**config.mk**
```make
export PLATFORM = sky130hd
export DESIGN_NAME = sarc_top
export DESIGN_NICKNAME = d
export VERILOG_FILES = /design/src/core/sarc_pkg.sv /design/src/core/sarc_top.sv
export SDC_FILE = /design/constraint.sdc
export NUM_CORES = 1
export LEC_CHECK = 0
export BUFFER_PORTS_ARGS = -buffer_cell sky130_fd_sc_hd__buf_4
export CAP_MARGIN = 25
export CORE_MARGIN = 2
export CORE_UTILIZATION = 30
export CTS_CLUSTER_DIAMETER = 150
export DETAILED_ROUTE_END_ITERATION = 10
export PLACE_DENSITY_LB_ADDON = 0.1
export SLEW_MARGIN = 20
export SYNTH_ARGS = -nofsm -noshare
export SYNTH_HDL_FRONTEND = slang
export SYNTH_SLANG_ARGS = --single-unit
```
**constraint.sdc**
```tcl
create_clock -name core_clk -period 2.1 [get_ports core_clk]
set_input_delay 0.105 -clock core_clk [delete_from_list [all_inputs] [get_ports core_clk]]
set_output_delay 0.105 -clock core_clk [all_outputs]
set_load 0.03 [all_outputs]
```
**src/core/sarc_pkg.sv**
```systemverilog
// constants and carrier types for the successive-approximation sequencer
package sarc_pkg;
   // converter clock ticks are enables derived from core_clk
   localparam int unsigned CORE_HZ = 50000000;
   localparam int unsigned CONV_HZ = 2000000;
   localparam logic [4:0] CONV_DIV = 5'(CORE_HZ / CONV_HZ);
   localparam logic [10:0] CAL_CLKS = 11'h574;
   localparam logic [10:0] CAL_OFFSET_CLKS = 11'h01a;
   localparam logic [10:0] NULL_CLKS = 11'h01a;
   localparam logic [10:0] SAMPLE_CLKS = 11'h007;
   localparam logic [3:0] SIGN_BIT = 4'hc;
   localparam int unsigned RES_W = 13;
   localparam logic [RES_W-1:0] RES_RST = 13'h0000;
   // test mode lanes: bits 2, 3, 5 and 6 of the result bus
   localparam logic [RES_W-1:0] TEST_LANES = 13'h006c;

   typedef enum logic [2:0] {
      SARC_IDLE = 3'b000,
      SARC_NULL = 3'b001,
      SARC_SAMP = 3'b011,
      SARC_CONV = 3'b010,
      SARC_CAL = 3'b110
   } sarc_state_t;

   // host-side control strobes, all active low
   typedef struct packed {
      logic select_n;
      logic read_strobe_n;
      logic launch_strobe_n;
      logic selfadjust_request_n;
      logic offset_null_request_n;
   } sarc_ctl_t;

   typedef struct packed {
      sarc_state_t st;
      logic [4:0] div;
      logic [10:0] cnt;
      logic [3:0] bitn;
      logic [RES_W-1:0] sar;
      logic [RES_W-1:0] res;
      logic ready_n;
      logic launch_d;
      logic cal_d;
      logic [11:0] offset_corr;
      logic [11:0] ladder_corr;
   } sarc_regs_t;
endpackage

```
**src/core/sarc_top.sv**
```systemverilog
// sequencer for a self-calibrating 12-bit plus sign sar converter
`timescale 1ns/1ns
module sarc_top
   import sarc_pkg::*;
(
   // clock and reset
   input wire logic core_clk,
   input wire logic nrst,
   // host control strobes
   input wire sarc_ctl_t ctl,
   // comparator decision from the analog front end
   input wire logic cmp_greater,
   // status toward the host
   output logic conversion_busy_n,
   output logic result_ready_n,
   // result bus as two signals, data and output enable
   output logic [RES_W-1:0] result_bus_o,
   output logic [RES_W-1:0] result_bus_oe,
   // analog front end control
   output logic [RES_W-1:0] dac_code,
   output logic sample_en,
   output logic null_en,
   output logic cal_en
);
   sarc_regs_t r, n;
   logic tick;
   logic sel;
   logic rd;
   logic launch_rise;
   logic cal_fall;
   logic test_mode;

   // strobes decoded
   // select gates the read, launch and test-mode strobes, not the calibration request
   assign sel = ~ctl.select_n;
   assign rd = sel & ~ctl.read_strobe_n;
   assign launch_rise = sel & r.launch_d & ~ctl.launch_strobe_n ? 1'b0 :
                        sel & ~r.launch_d & ctl.launch_strobe_n;
   assign cal_fall = r.cal_d & ~ctl.selfadjust_request_n;
   assign test_mode = sel & ~ctl.selfadjust_request_n & ctl.read_strobe_n;
   assign tick = (r.div == 5'(CONV_DIV - 5'h01));

   // next-state logic
   always_comb begin
      n = r;
      n.launch_d = ctl.launch_strobe_n;
      n.cal_d = ctl.selfadjust_request_n;
      n.div = tick ? 5'h00 : 5'(r.div + 5'h01);
      if (rd) begin
         n.ready_n = 1'b1;
      end
      case (r.st)
         SARC_IDLE, SARC_NULL, SARC_SAMP, SARC_CONV: begin
            if (r.st == SARC_NULL && tick) begin
               n.cnt = 11'(r.cnt + 11'h001);
               if (r.cnt == 11'(NULL_CLKS - 11'h001)) begin
                  n.st = SARC_SAMP;
                  n.cnt = 11'h000;
                  n.offset_corr = {11'h000, cmp_greater};
               end
            end
            if (r.st == SARC_SAMP && tick) begin
               n.cnt = 11'(r.cnt + 11'h001);
               if (r.cnt == 11'(SAMPLE_CLKS - 11'h001)) begin
                  n.st = SARC_CONV;
                  n.bitn = SIGN_BIT;
                  n.sar = RES_RST;
               end
            end
            if (r.st == SARC_CONV && tick) begin
               if (r.bitn == SIGN_BIT) begin
                  n.sar[SIGN_BIT] = ~cmp_greater;
                  n.sar[11] = 1'b1;
               end else begin
                  n.sar[r.bitn] = cmp_greater;
                  if (r.bitn != 4'h0) begin
                     n.sar[r.bitn - 4'h1] = 1'b1;
                  end
               end
               n.bitn = 4'(r.bitn - 4'h1);
               if (r.bitn == 4'h0) begin
                  n.res = {r.sar[RES_W-1:1], cmp_greater};
                  n.st = SARC_IDLE;
                  n.ready_n = 1'b0;
               end
            end
            if (launch_rise) begin
               n.st = ctl.offset_null_request_n ? SARC_SAMP : SARC_NULL;
               n.cnt = 11'h000;
               n.div = 5'h00;
               n.ready_n = 1'b1;
            end
            if (cal_fall) begin
               n.st = SARC_CAL;
               n.cnt = 11'h000;
               n.div = 5'h00;
               n.ready_n = 1'b1;
            end
         end
         SARC_CAL: begin
            if (tick) begin
               n.cnt = 11'(r.cnt + 11'h001);
               if (r.cnt < CAL_OFFSET_CLKS) begin
                  n.offset_corr = {r.offset_corr[10:0], cmp_greater};
               end else begin
                  n.ladder_corr = {r.ladder_corr[10:0], cmp_greater};
               end
               if (r.cnt == 11'(CAL_CLKS - 11'h001)) begin
                  n.st = SARC_IDLE;
                  n.cnt = 11'h000;
               end
            end
         end
         default: begin
            n.st = SARC_IDLE;
         end
      endcase
   end

   // state register; calibration after reset
   always_ff @(posedge core_clk or negedge nrst) begin
      if (!nrst) begin
         r <= '{st: SARC_CAL, div: 5'h00, cnt: 11'h000, bitn: 4'h0, sar: RES_RST,
                res: RES_RST, ready_n: 1'b1, launch_d: 1'b1, cal_d: 1'b1,
                offset_corr: 12'h000, ladder_corr: 12'h000};
      end else begin
         r <= n;
      end
   end

   // outputs
   // busy low during offset null, conversion and calibration, high while sampling
   assign conversion_busy_n = ~(r.st == SARC_CONV || r.st == SARC_CAL || r.st == SARC_NULL);
   assign result_ready_n = r.ready_n;
   assign result_bus_o = r.res;
   assign result_bus_oe = rd ? {RES_W{1'b1}} : (test_mode ? TEST_LANES : RES_RST);
   assign dac_code = r.sar;
   assign sample_en = (r.st == SARC_SAMP);
   assign null_en = (r.st == SARC_NULL);
   assign cal_en = (r.st == SARC_CAL);
endmodule

```
==> impl_metrics.json <==
{
  "power_density_mw_per_mm2": 780,
  "critPathSlowestCell": "or4_4",
  "fin_cells": 510,
  "cpPeakStageDelay_ns": 0.54,
  "grt_max_degree": 53,
  "cp-end-kind": "flip-flop",
  "antenna_found_initial": 0,
  "synth_compound_area_frac": 0.126,
  "grt_pass1_vias": 2468,
  "hold_path_startpoint": "cmp_greater",
  "worstHoldPathCells": 3,
  "p_int_mw": 1.93,
  "finalCriticalPeriod_ns": 1.94,
  "vias_per_cell": 4.96,
  "pin_count": 52,
  "cp.required_ns": 2.30,
  "fmax_mhz": 514,
  "grt_pass1_wl_mm": 12.6,
  "path_cells": "or4_4, nor3_4, nand4_4, a21o_1, a32o_1",
  "drive_above_1_share": 0.278,
  "ir_drop_mv": 0.304,
  "num_antenna_cells": 0,
  "netSwitchingPower_mw": 1.01,
  "setup_viol": 0,
  "muxShareOfSynthArea": 0.0459,
  "seqPwrFrac": 0.422,
  "fin_tns_setup_ns": 0,
  "arrival_ns": 2.14,
  "cts.sinks": 52,
  "vias": 2532,
  "ctsLongestPathBuffers": 2,
  "worstSetupStartpointType": "flip-flop",
  "synthTopCellsByArea": "dfrtp_1 37%, buf_4 9.2%, nand3_1 5.8%, ha_1 4.3%, mux2_1 4.2%",
  "gp_congestion": 0.852,
  "yosys.area_share.adder": 0.0432,
  "htreeDepth": 2,
  "yosysSeqAreaShare": 0.410,
  "dp.cells": 499,
  "cap_viol_max_count": 0,
  "start_util": 0.309,
  "final_cell_mix": "76 x buf_4, 47 x dfrtp_1, 37 x nand3_1",
  "p_comb_frac": 0.315,
  "tightest_slew_ns": 0.683,
  "crit_start": "r[65]$_DFFE_PN0P_",
  "port_buffers": 51,
  "ant_nets": 0,
  "hold_path.class": "in -> reg",
  "synth_top_cell_by_area": "dfrtp_1",
  "syn_inst": 339,
  "relSlewSlack": 0.544,
  "dp_hpwl_mm": 5.49,
  "worstPathMaxFanout": 11,
  "p_leak_nw": 1.70,
  "period_share": 0.926,
  "status": "complete, no violations",
  "skew_ns": 0.0135,
  "ys_warn_count": 0,
  "cp.depth": 5,
  "overflow": 0,
  "synthesis.nets": 358,
  "multi_input_area_mm2": 0.00145,
  "die_h_um": 107,
  "remaining_drc_errors": 0,
  "reg2regPathDepth": 5,
  "first_pass_iters": 4,
  "cts.reportedPaths.clkPinSlew_ns": 0.11,
  "p_sw_frac": 0.344,
  "rsz0062_at_grt": "no",
  "syn2layout_area_growth_pct": 18.3,
  "numCtsBuffers": 5,
  "cts_tree": "done",
  "finalHoldViolations": 0,
  "synth-seq-cells": 52,
  "fin_nets": 392,
  "die_w_um": 107,
  "yosys.area_share.xor_xnor": 0.0110,
  "routed_wl_mm": 7.62,
  "mostFrequentLayoutCell": "buf_4",
  "n_fill_cell": 1061,
  "synth_edf_count": 0,
  "rr_startpoint": "r[65]$_DFFE_PN0P_",
  "path_buf_inv": 0,
  "syn_avg_cell_area_um2": 9.40,
  "avgRoutedWirePerCell_um": 14.9,
  "yosys.area_share.simple": 0.226,
  "drtIter0Drc": 111,
  "ys.flop_type": "dfrtp_1",
  "rows": 37,
  "ys_async_sr_fraction": 1.00,
  "dieArea_mm2": 0.0115,
  "maxSlewViolCount": 0,
  "grt_usage": 0.138,
  "yosysTopAreaCellShare": 0.369,
  "p_clk_frac": 0.263,
  "synth_cell_types": 56,
  "netlist_area_mm2": 0.00319,
  "cts-root-buf": "clkbuf_8",
  "regArea_mm2": 0.00131,
  "critPathTopFamily": "simple AND/OR/NAND/NOR gates",
  "clk_latency_ns": 0.31,
  "synth_top_family_by_area": "simple AND/OR/NAND/NOR gates",
  "crit_type": "reg -> reg",
  "core_mm2": 0.0103
}
[worst paths after layout]
kind	endpoint	slack [ns]
max	dac_code[12]$_DFFE_PN0N_	0.16
min	result_bus_o[0]$_DFFE_PN0P_	0.12
max reg2reg	dac_code[12]$_DFFE_PN0N_	0.16
min reg2reg	r[75]$_DFFE_PN1P_	0.49
max in group asynchronous	r[73]$_DFFE_PN0P_	1.28
min in group asynchronous	result_bus_o[7]$_DFFE_PN0P_	0.37
[cell families after synthesis]
logic type      after synthesis
simple gates                127
flops                        52
fa+ha+maj                    11
compound gates               59
buf+inv                      73
mux                          13
xor+xnor                      4
[sequential cells by signal, indices dropped and copies added, names as in the netlist]
name / flops
dac_code: 13
result_ready_n: 1
result_bus_o: 13
r: 25
[cell usage after synthesis, types with 3 or more instances]
library cell   n
inv_1         18
nor2_1        14
a32o_1         4
dfstp_2        5
a21oi_1        4
mux2_1        12
o21ai_1        7
nor3_1         7
buf_4         39
ha_1          11
o22ai_1        7
nand2_1       28
dfrtp_1       47
a21o_1         3
nor2b_1        7
and3_1         3
clkbuf_1      10
nand2b_1       5
o21ai_0        8
nand3_1       37
a31oi_1        7
buf_2          3
nand4_1        6
or4_1          3
[layer usage]
layer,part of all wire,global-route usage,up-vias,wire length (um)
li1,-,-,1226,-
met1,0.48,0.192,1235,3670
met2,0.47,0.220,64,3550
met3,0.039,0.0231,7,297
met4,0.014,0.0380,0,103
met5,0,0,-,0
[worst register-to-register path, cell delays in order, from the launching register on]
cell,delay [ns]
dfrtp_1,0.42
or4_4,0.54
nor3_4,0.18
nand4_4,0.25
a21o_1,0.25
a32o_1,0.19
[power groups by stage]
| stage | Clock, mW | Combinational [mW] | Sequential (mW) |
|---|---|---|---|
| final | 0.773 | 0.926 | 1.24 |
| after global routing | 0.854 | 1.03 | 1.26 |
| after CTS | 0.802 | 0.935 | 1.24 |
| after detailed placement | 0 | 0.928 | 1.26 |
| after global placement | 0 | 0.926 | 1.26 |
| after floorplan | 0 | 0.620 | 1.24 |
[cell type report]
cell class,count,share of cell area
inverter,19,0.0189
multi-input combinational,214,0.385
sequential,52,0.347
clock inverter,1,0.00797
tap,136,0.0452
timing repair buffer,81,0.170
clock buffer,7,0.0256
[repair_timing]
item,in CTS,in global routing
setup endpoints to repair,0,12
buffers inserted,0,0
hold endpoints to repair,49,0
hold buffers,3,0
resized for setup,0,3
[through the flow]
| step | hold WS (ns) | setup slack [ns] | utilization | cell area (um^2) | total power [mW] |
|---|---|---|---|---|---|
| floorplan | -0.191 | 0.0492 | - | 3190 | 1.86 |
| global placement | 0.207 | 0.151 | 0.349 | 3600 | 2.18 |
| detailed placement | 0.206 | 0.113 | 0.349 | 3600 | 2.18 |
| CTS | 0.104 | 0.101 | 0.364 | 3760 | 2.98 |
| global route | 0.116 | 0.00654 | 0.365 | 3770 | 3.14 |
| finish | 0.116 | 0.156 | 0.365 | 3770 | 2.94 |
Power figures use the tool's default switching activity.
